==> src/rtl/wdt_params.svh <==
// Register map, field positions, reset values and timing counts of the watchdog
`ifndef WDT_PARAMS_SVH
`define WDT_PARAMS_SVH

`define WDT_ADDR_CLOCK_CONTROL 8'h8E
`define WDT_ADDR_UNLOCK 8'hC7
`define WDT_ADDR_WATCHDOG_CONTROL 8'hD8
`define WDT_ADDR_EXT_IRQ_ENABLE 8'hE8
`define WDT_ADDR_EXT_IRQ_PRIORITY 8'hF8

`define WDT_RST_CLOCK_CONTROL 8'h03
`define WDT_RST_WATCHDOG_CONTROL 8'h00
`define WDT_RST_EXT_IRQ 8'h00

`define WDT_BIT_INTERVAL_HI 7
`define WDT_BIT_INTERVAL_LO 6
`define WDT_BIT_COUNT_RESTART 0
`define WDT_BIT_RESET_ENABLE 1
`define WDT_BIT_RESET_CAUSE 2
`define WDT_BIT_TIMEOUT_FLAG 3
`define WDT_BIT_WDOG_IRQ 4

`define WDT_UNLOCK_FIRST 8'hAA
`define WDT_UNLOCK_SECOND 8'h55

`define WDT_IRQ_VECTOR 8'h63
`define WDT_IRQ_NATURAL_PRIO 4'hB

`define WDT_INTERVAL_0 27'h0020000
`define WDT_INTERVAL_1 27'h0100000
`define WDT_INTERVAL_2 27'h0800000
`define WDT_INTERVAL_3 27'h4000000
`define WDT_RESET_DELAY 10'h200

`endif

==> src/rtl/wdt_pkg.sv <==
// Types shared by the watchdog design files
package wdt_pkg;
    typedef enum logic [1:0] {
        WDT_UNLOCK_IDLE = 2'b00,
        WDT_UNLOCK_HALF = 2'b01,
        WDT_UNLOCK_OPEN = 2'b10
    } wdt_unlock_t;
    typedef logic [26:0] wdt_count_t;
endpackage

==> src/rtl/wdt_unlock.sv <==
// Timed-access unlock sequencer guarding writes to the watchdog control register
`timescale 1ns/1ps
`include "wdt_params.svh"
module wdt_unlock (
    input wire logic clk,
    input wire logic rst,
    input wire logic sfr_wr,
    input wire logic [7:0] sfr_addr,
    input wire logic [7:0] sfr_wdata,
    output logic open
);
    wdt_pkg::wdt_unlock_t state;
    wdt_pkg::wdt_unlock_t next_state;

    assign open = (state == wdt_pkg::WDT_UNLOCK_OPEN);

    // Any write advances, restarts or cancels the sequence; an open window closes after one write
    always_comb begin
        next_state = state;
        if (sfr_wr) begin
            case (state)
                wdt_pkg::WDT_UNLOCK_IDLE: begin
                    if (sfr_addr == `WDT_ADDR_UNLOCK && sfr_wdata == `WDT_UNLOCK_FIRST) begin
                        next_state = wdt_pkg::WDT_UNLOCK_HALF;
                    end
                end
                wdt_pkg::WDT_UNLOCK_HALF: begin
                    if (sfr_addr == `WDT_ADDR_UNLOCK && sfr_wdata == `WDT_UNLOCK_SECOND) begin
                        next_state = wdt_pkg::WDT_UNLOCK_OPEN;
                    end else if (sfr_addr == `WDT_ADDR_UNLOCK
                                 && sfr_wdata == `WDT_UNLOCK_FIRST) begin
                        next_state = wdt_pkg::WDT_UNLOCK_HALF;
                    end else begin
                        next_state = wdt_pkg::WDT_UNLOCK_IDLE;
                    end
                end
                wdt_pkg::WDT_UNLOCK_OPEN: begin
                    next_state = wdt_pkg::WDT_UNLOCK_IDLE;
                end
                default: begin
                    next_state = wdt_pkg::WDT_UNLOCK_IDLE;
                end
            endcase
        end
    end

    // State register
    always_ff @(posedge clk) begin
        if (rst) begin
            state <= wdt_pkg::WDT_UNLOCK_IDLE;
        end else begin
            state <= next_state;
        end
    end
endmodule

==> src/rtl/wdt_counter.sv <==
// Free-running interval counter with post-expiry reset delay
`timescale 1ns/1ps
`include "wdt_params.svh"
module wdt_counter (
    input wire logic clk,
    input wire logic rst,
    input wire logic restart,
    input wire logic [1:0] interval_select,
    input wire logic reset_enable,
    output logic expire,
    output logic reset_fire
);
    wdt_pkg::wdt_count_t count;
    wdt_pkg::wdt_count_t next_count;
    logic [9:0] delay;
    logic [9:0] next_delay;
    logic armed;
    logic next_armed;
    wdt_pkg::wdt_count_t limit;

    // Interval decode
    always_comb begin
        case (interval_select)
            2'b00: limit = `WDT_INTERVAL_0;
            2'b01: limit = `WDT_INTERVAL_1;
            2'b10: limit = `WDT_INTERVAL_2;
            2'b11: limit = `WDT_INTERVAL_3;
            default: limit = `WDT_INTERVAL_0;
        endcase
    end

    // Counter advances every clk until expiry, then holds at zero while a 512-clock delay runs toward reset
    always_comb begin
        next_count = count;
        next_delay = delay;
        next_armed = armed;
        expire = 1'b0;
        reset_fire = 1'b0;
        if (restart) begin
            next_count = '0;
            next_delay = '0;
            next_armed = 1'b0;
        end else if (!armed) begin
            next_count = count + 27'h0000001;
            if (next_count >= limit) begin
                expire = 1'b1;
                next_armed = 1'b1;
                next_count = '0;
            end
        end else begin
            // Delay runs regardless of interrupt state; reset only if enabled
            next_delay = delay + 10'h001;
            if (next_delay == `WDT_RESET_DELAY) begin
                reset_fire = reset_enable;
                next_delay = '0;
                next_armed = 1'b0;
            end
        end
    end

    // State registers
    always_ff @(posedge clk) begin
        if (rst) begin
            count <= '0;
            delay <= '0;
            armed <= 1'b0;
        end else begin
            count <= next_count;
            delay <= next_delay;
            armed <= next_armed;
        end
    end
endmodule

==> src/rtl/wdt_top.sv <==
// Watchdog timer with timed-access protected control register
`timescale 1ns/1ps
`include "wdt_params.svh"
module wdt_top (
    input wire logic clk,
    input wire logic rst,
    input wire logic sfr_wr,
    input wire logic sfr_rd,
    input wire logic [7:0] sfr_addr,
    input wire logic [7:0] sfr_wdata,
    output logic [7:0] sfr_rdata,
    output logic sfr_hit,
    output logic wdog_irq,
    output logic wdog_irq_priority,
    output logic [7:0] wdog_irq_vector,
    output logic [3:0] wdog_irq_natural_prio,
    output logic wdog_reset
);
    logic [7:0] clock_control;
    logic [7:0] next_clock_control;
    logic [7:0] ext_irq_enable_reg;
    logic [7:0] next_ext_irq_enable_reg;
    logic [7:0] ext_irq_priority_reg;
    logic [7:0] next_ext_irq_priority_reg;
    logic reset_enable;
    logic next_reset_enable;
    logic reset_cause_flag;
    logic next_reset_cause_flag;
    logic timeout_irq_flag;
    logic next_timeout_irq_flag;
    logic count_restart;
    logic next_count_restart;
    logic wd_reset_pulse;
    logic next_wd_reset_pulse;
    logic [7:0] next_sfr_rdata;
    logic unlock_open;
    logic expire;
    logic reset_fire;
    logic ctl_write;
    logic wdog_irq_enable;
    logic [7:0] watchdog_control;

    // Unlock sequencer sees every register write
    wdt_unlock u_unlock (
        .clk(clk),
        .rst(rst),
        .sfr_wr(sfr_wr),
        .sfr_addr(sfr_addr),
        .sfr_wdata(sfr_wdata),
        .open(unlock_open)
    );

    // Restart pulse also fires on a watchdog reset, so counting resumes from zero
    wdt_counter u_counter (
        .clk(clk),
        .rst(rst),
        .restart(count_restart | wd_reset_pulse),
        .interval_select(clock_control[`WDT_BIT_INTERVAL_HI:`WDT_BIT_INTERVAL_LO]),
        .reset_enable(reset_enable),
        .expire(expire),
        .reset_fire(reset_fire)
    );

    // Locked writes are silently dropped; the bus gets no error indication
    assign ctl_write = sfr_wr && sfr_addr == `WDT_ADDR_WATCHDOG_CONTROL && unlock_open;
    assign wdog_irq_enable = ext_irq_enable_reg[`WDT_BIT_WDOG_IRQ];
    assign watchdog_control = {4'h0, timeout_irq_flag, reset_cause_flag,
                               reset_enable, count_restart};

    // Plain registers: clock control and the interrupt enable/priority copies
    always_comb begin
        next_clock_control = clock_control;
        next_ext_irq_enable_reg = ext_irq_enable_reg;
        next_ext_irq_priority_reg = ext_irq_priority_reg;
        if (sfr_wr) begin
            case (sfr_addr)
                `WDT_ADDR_CLOCK_CONTROL: next_clock_control = sfr_wdata;
                `WDT_ADDR_EXT_IRQ_ENABLE: next_ext_irq_enable_reg = sfr_wdata;
                `WDT_ADDR_EXT_IRQ_PRIORITY: next_ext_irq_priority_reg = sfr_wdata;
                default: next_clock_control = clock_control;
            endcase
        end
    end

    // Control bits; hardware sets win over a same-cycle software clear
    always_comb begin
        next_reset_enable = reset_enable;
        next_reset_cause_flag = reset_cause_flag;
        next_timeout_irq_flag = timeout_irq_flag;
        next_count_restart = 1'b0;
        next_wd_reset_pulse = reset_fire;
        if (ctl_write) begin
            next_reset_enable = sfr_wdata[`WDT_BIT_RESET_ENABLE];
            next_reset_cause_flag = sfr_wdata[`WDT_BIT_RESET_CAUSE];
            next_timeout_irq_flag = sfr_wdata[`WDT_BIT_TIMEOUT_FLAG];
            next_count_restart = sfr_wdata[`WDT_BIT_COUNT_RESTART];
        end
        if (expire) begin
            next_timeout_irq_flag = 1'b1;
        end
        // reset_fire is only asserted while reset_enable is set
        if (reset_fire) begin
            next_reset_cause_flag = 1'b1;
        end
    end

    // Read data is registered; unmapped and write-only addresses read zero
    always_comb begin
        next_sfr_rdata = 8'h00;
        if (sfr_rd) begin
            case (sfr_addr)
                `WDT_ADDR_CLOCK_CONTROL: next_sfr_rdata = clock_control;
                `WDT_ADDR_WATCHDOG_CONTROL: next_sfr_rdata = watchdog_control;
                `WDT_ADDR_EXT_IRQ_ENABLE: next_sfr_rdata = ext_irq_enable_reg;
                `WDT_ADDR_EXT_IRQ_PRIORITY: next_sfr_rdata = ext_irq_priority_reg;
                default: next_sfr_rdata = 8'h00;
            endcase
        end
    end

    // Address match for the core's SFR read mux
    always_comb begin
        case (sfr_addr)
            `WDT_ADDR_CLOCK_CONTROL,
            `WDT_ADDR_WATCHDOG_CONTROL,
            `WDT_ADDR_EXT_IRQ_ENABLE,
            `WDT_ADDR_EXT_IRQ_PRIORITY: sfr_hit = sfr_rd;
            default: sfr_hit = 1'b0;
        endcase
    end

    // Register all state
    always_ff @(posedge clk) begin
        if (rst) begin
            clock_control <= `WDT_RST_CLOCK_CONTROL;
            ext_irq_enable_reg <= `WDT_RST_EXT_IRQ;
            ext_irq_priority_reg <= `WDT_RST_EXT_IRQ;
            reset_enable <= 1'b0;
            reset_cause_flag <= 1'b0;
            timeout_irq_flag <= 1'b0;
            count_restart <= 1'b0;
            wd_reset_pulse <= 1'b0;
            sfr_rdata <= 8'h00;
        end else begin
            clock_control <= next_clock_control;
            ext_irq_enable_reg <= next_ext_irq_enable_reg;
            ext_irq_priority_reg <= next_ext_irq_priority_reg;
            reset_enable <= next_reset_enable;
            reset_cause_flag <= next_reset_cause_flag;
            timeout_irq_flag <= next_timeout_irq_flag;
            count_restart <= next_count_restart;
            wd_reset_pulse <= next_wd_reset_pulse;
            sfr_rdata <= next_sfr_rdata;
        end
    end

    // Interrupt is a level: flag gated by enable, whoever set the flag
    assign wdog_irq = timeout_irq_flag & wdog_irq_enable;
    assign wdog_irq_priority = ext_irq_priority_reg[`WDT_BIT_WDOG_IRQ];
    assign wdog_irq_vector = `WDT_IRQ_VECTOR;
    assign wdog_irq_natural_prio = `WDT_IRQ_NATURAL_PRIO;
    // One-cycle reset request to the chip reset controller
    assign wdog_reset = wd_reset_pulse;
endmodule

==> config.mk <==
export PLATFORM = sky130hd
export DESIGN_NAME = wdt_top
export DESIGN_NICKNAME = d
export VERILOG_FILES = /design/src/rtl/wdt_pkg.sv /design/src/rtl/wdt_unlock.sv /design/src/rtl/wdt_counter.sv /design/src/rtl/wdt_top.sv
export VERILOG_INCLUDE_DIRS = /design/src /design/src/rtl
export SDC_FILE = /design/constraint.sdc
export NUM_CORES = 1
export LEC_CHECK = 0
export BUFFER_PORTS_ARGS = -buffer_cell sky130_fd_sc_hd__buf_4
export CORE_ASPECT_RATIO = 1.4
export CORE_UTILIZATION = 30
export DETAILED_ROUTE_END_ITERATION = 8
export PLACE_DENSITY = 0.57
export SYNTH_ARGS = -nofsm -noshare
export SYNTH_HDL_FRONTEND = slang
export SYNTH_HIERARCHICAL = 1
export SYNTH_SLANG_ARGS = --single-unit
==> constraint.sdc <==
create_clock -name clk -period 6 [get_ports clk]
set_input_delay 0.6 -clock clk [delete_from_list [all_inputs] [get_ports clk]]
set_output_delay 0.6 -clock clk [all_outputs]
set_load 0.01 [all_outputs]
; ---- Word-level counts from Yosys, hierarchy flattened
; Index checks and enable logic that the tools add are counted.
; W data, S select, Z words.
[word_totals]
reg_bits = 77
inputBits = 20
out_inout_bits = 24
word_cells = 71
[op_classes]
add_sub_neg = 2
magnitude_cmp = 1
n_eq_ne = 14
muxes = 21
n_bitwise = 4
reduce_logical = 16
[ops]
columns = operator, count
row1 = $pmux W27 S4, 1
row2 = $eq A8 B8 Y1 const B, 6
row3 = $pmux W8 S4, 1
row4 = $add A27 B1 Y27 const B, 1
row5 = $ge A27 B27 Y1, 1
row6 = $mux W27, 1
row7 = $mux W1, 14
row8 = $add A10 B1 Y10 const B, 1
row9 = $eq A10 B10 Y1 const B, 1
row10 = $mux W10, 1
row11 = $eq A8 B7 Y1 const B, 1
row12 = $reduce_and A2 Y1, 4
row13 = $eq A2 B2 Y1 const B, 3
row14 = $reduce_or A2 Y1, 3
row15 = $eq A2 B1 Y1 const B, 2
row16 = $logic_and A1 B1 Y1, 4
row17 = $logic_not A2 Y1, 2
row18 = $mux W2, 2
row19 = $pmux W2 S2, 1
row20 = $reduce_bool A2 Y1, 2
row21 = $reduce_or A4 Y1, 1
row22 = $ne A2 B1 Y1 const B, 1
row23 = $not A1 Y1, 2
row24 = $and A1 B1 Y1, 1
row25 = $or A1 B1 Y1, 1

; ---- Logic depth before layout (Yosys ltp)
[logic_depth]
depth_word = 7
ltp_mapped = 16
depth_no_buf = 15

; ---- Hierarchy
; The synthesis kept the hierarchy.
[by_module_without_submodules]
columns = mod, n_inst, cells_each, area_each_um2, seq_area_each_um2
row1 = wdt_counter, 1, 318, 2606.2, 760.7
row2 = wdt_top, 1, 172, 1661.6, 740.7
row3 = wdt_unlock, 1, 16, 162.7, 40.0

; ---- Worst setup path after synthesis
; No wires, ideal clock.
[synth_path]
kind = register to register
start = register u_counter.count[0]
end = register timeout_irq_flag
arrival_ns = 3.421
setup_slack_ns = 2.500
path_stages_with_launch = 16
n_path_buf = 0
path_cell_list = dfxtp_1 ha_1 nand4_4 nor3_1 nand4_1 xnor2_1 ha_1 and3_1 nand2_1 nor4_1 a21bo_1 nand4_1 a21oi_4 nor2b_1 nor2_1 a211oi_2
[synth_via]
elab_chain_cells = 6
elab_cells_between_ends = 7
cone_classes = 1 x add/sub / 1 x order compare / 4 x mux / 1 x reduce/logical
[synth_lines]
columns = item, line_no
row1 = "start, declared", wdt_counter.sv:13  ; wdt_pkg::wdt_count_t count;
row2 = "start signal, assigned", wdt_counter.sv:68  ; count <= next_count;
row3 = $add A27 B1 Y27 *, wdt_counter.sv:44  ; next_count = count + 27'h0000001;
row4 = $ge A27 B27 Y1 *, wdt_counter.sv:45  ; if (next_count >= limit) begin
row5 = $mux W1 *, wdt_counter.sv:45
row6 = $mux W1 *, wdt_counter.sv:43  ; end else if (!armed) begin
row7 = $mux W1 *, wdt_counter.sv:39  ; if (restart) begin
row8 = via expire, wdt_top.sv:37  ; logic expire;
row9 = $mux W1 / $reduce_bool A2 Y1 (equally long branches), --
row10 = "end signal, assigned", wdt_top.sv:150  ; timeout_irq_flag <= next_timeout_irq_flag;
row11 = "end, declared", wdt_top.sv:29  ; logic timeout_irq_flag;
; The timed path passes the listed nets; every way through them passes the cells marked *.
; A chain may end at the register's enable or synchronous reset.

; ---- Worst setup path in the final report
; Ends and elaborated chain as after synthesis.

==> run metrics <==
status=completed; HP Class=reg2reg; total track usage=14.1%; Post-Syn Area per Cell=8.76 µm²; routed len/inst=14.4 µm; Worst Skew=0.0111 ns; clk slew on worst S/H paths=0.06 ns; global-route wire length before repair=17400 µm; mapped cell area=0.00443 mm²; Max Cap Viol=0; post-CTS setup buffer count=0; post-synthesis sequential area ratio=34.8%; Pins Over Slew Limit=0; Final min period=4.61 ns; startpoint types=register; CTS buffer count=9; die height=146 µm; Ports=44; Core ar.=0.0144 mm²; post-detail-place hpwl=7170 µm; DIE AREA=0.0153 mm²; Worst slew margin=23.8%; fmax=217 MHz; Yosys top cell area share=34.8%; max reg flops=27; fill count=1502; Nets=540; clock sink count=77; Remaining Overflow, GRT=0; via/cell ratio=5.11; CTS HTree Levels=3; cell count after synthesis=506; cts hold-fix bufs=0; Port Buffers=31; Finished Core Util=34.5%; CTS tree=built; root buffer cell=clkbuf_16; Register Area=0.00154 mm²; number of remaining DRC errors=0; Synth Flop Type=dfxtp_1; YS warnings=6; EDFF count, synth=0; CP endpoint kind=register; Synth Register Bits=77; vias in the first global route=3567; num rows=52; die width=105 µm; Post-CTS Resized=0; CP Data Required Time=6.27 ns; synth top area cells=dfxtp_1, nor3_2, nor2_1; share of cells above drive strength 1=17.2%; Lkg Pwr=1.75 nW; TNS Setup=0 ns; first-pass detailed-route iteration total=5; worst-margin pin slew=1.14 ns; DR iter-0 viols=178; Initial Utilization=30.7%; number of inserted diodes=0; largest net degree at the start of global routing=40; biggest regs=u_counter/count: 27 flops, u_counter/delay: 10 flops; critical path peak fanout=16; Distinct cells, synth=72; power density cells=225 mW/mm²; area grow syn2layout=12.4%; Yosys top cell by area=dfxtp_1; Critical Path AT=4.87 ns; period utilization=76.8%; setup violators final=0; Hold Violations, Final=0; DR vias=3613; clock latency at the later pin of the worst-skew pair=0.35 ns; worst vdd ir=0.129 mV; Clock Tree Buf Depth=2; RSZ-0062 raised after global routing=no; WS Path Type=reg2reg; Synth async-reset ratio=0%; DRT antenna net count=0; initial antenna violation count=0; Post-Route WL=10200 µm; gpl congestion=0.824; most flop-heavy register=u_counter/count; area of the multi-input gates=0.00265 mm²
final timing paths:
| kind | startpoint | endpoint | depth (start not counted) | slack (ns) |
|---|---|---|---|---|
| setup / recovery | u_counter/count[0] | timeout_irq_flag | 16 | 1.39 |
| hold / removal | clock_control[3] | clock_control[3] | 2 | 0.46 |
| setup reg to reg | u_counter/count[0] | timeout_irq_flag | 16 | 1.39 |
| hold reg to reg | clock_control[3] | clock_control[3] | 2 | 0.46 |
synth_stat cells (all sizes together), types with 4 or more instances:
cell,number
a211oi,4
a21oi,20
a222oi,4
a22oi,4
and3,9
buf,25
clkbuf,21
dfxtp,77
ha,6
inv,5
mux2,8
mux2i,20
nand2,40
nand2b,5
nand3,32
nand3b,5
nand4,13
nor2,54
nor2b,5
nor3,45
nor4,9
or4,4
xnor2,23
xor2,18
kinds of logic after synthesis:
family	synth area share [%]
muxes	6.55
other	0.170
DFF	34.8
AOI/OAI and AO/OA	10.1
xor gates and xnor gates	8.10
and+or+nand+nor	32.3
buffers and inverters	6.35
adders and majority gates	1.69
metrics by stage:
step	total power, mW	worst slack (ns)	std cells	hold WS [ns]	instance area, µm²
2_1_floorplan	0.574	2.50	516	0.433	4470
3_3_place_gp	0.587	1.60	692	0.444	4690
3_5_place_dp	0.589	1.43	692	0.453	4690
4_1_cts	1.13	1.39	707	0.461	4980
5_1_grt	1.16	0.941	707	0.477	4980
6_report	1.12	1.39	707	0.460	4980
cell usage in the layout, fill, tap and decap left out, types with 6 or more instances in the layout:
| cell type | instances |
|---|---|
| nand3_1 | 30 |
| xor2_1 | 18 |
| nor2_1 | 54 |
| clkbuf_16 | 9 |
| conb_1 | 12 |
| a21oi_1 | 19 |
| ha_1 | 6 |
| nor3_2 | 22 |
| nor4_1 | 7 |
| xnor2_1 | 23 |
| nor3_1 | 22 |
| and3_1 | 9 |
| mux2_1 | 8 |
| nand2_1 | 40 |
| buf_4 | 33 |
| nand4_1 | 11 |
| dfxtp_1 | 77 |
| mux2i_1 | 20 |
area by class of cell:
cell class | instances | area share, %
multi-input cells | 388 | 53.1
flip-flops and latches | 77 | 31.0
repair buffers | 33 | 4.98
well taps | 189 | 4.75
clock buffers | 9 | 4.52
clock inverters | 6 | 1.28
inverters | 5 | 0.377
report_power, final:
group / leakage [nW] / switching (mW) / internal [mW]
Clock: 0.138 / 0.222 / 0.320
Combinational: 0.988 / 0.0326 / 0.0214
Sequential: 0.621 / 0.00761 / 0.516
worst max-delay path, stage by stage, from the launching register on:
cell	delay, ns
dfxtp_1	0.43
ha_1	0.28
nand4_4	0.18
nor3_1	0.71
nand4_1	0.24
xnor2_1	0.18
ha_1	0.33
and3_1	0.21
nand2_1	0.07
nor4_1	0.20
a21bo_1	0.18
nand4_1	0.19
a21oi_4	0.44
buf_4	0.36
nor2b_1	0.25
nor2_1	0.07
a211oi_2	0.20
routing by layer:
| layer | vias up | part of all wire, % | global-route usage, % |
|---|---|---|---|
| li1 | 1793 | - | - |
| met1 | 1726 | 42 | 15.9 |
| met2 | 73 | 52 | 25.1 |
| met3 | 21 | 3.4 | 3.22 |
| met4 | 0 | 2.7 | 6.62 |
| met5 | - | 0 | 0 |
No activity file was read; power rests on OpenSTA's default activity.
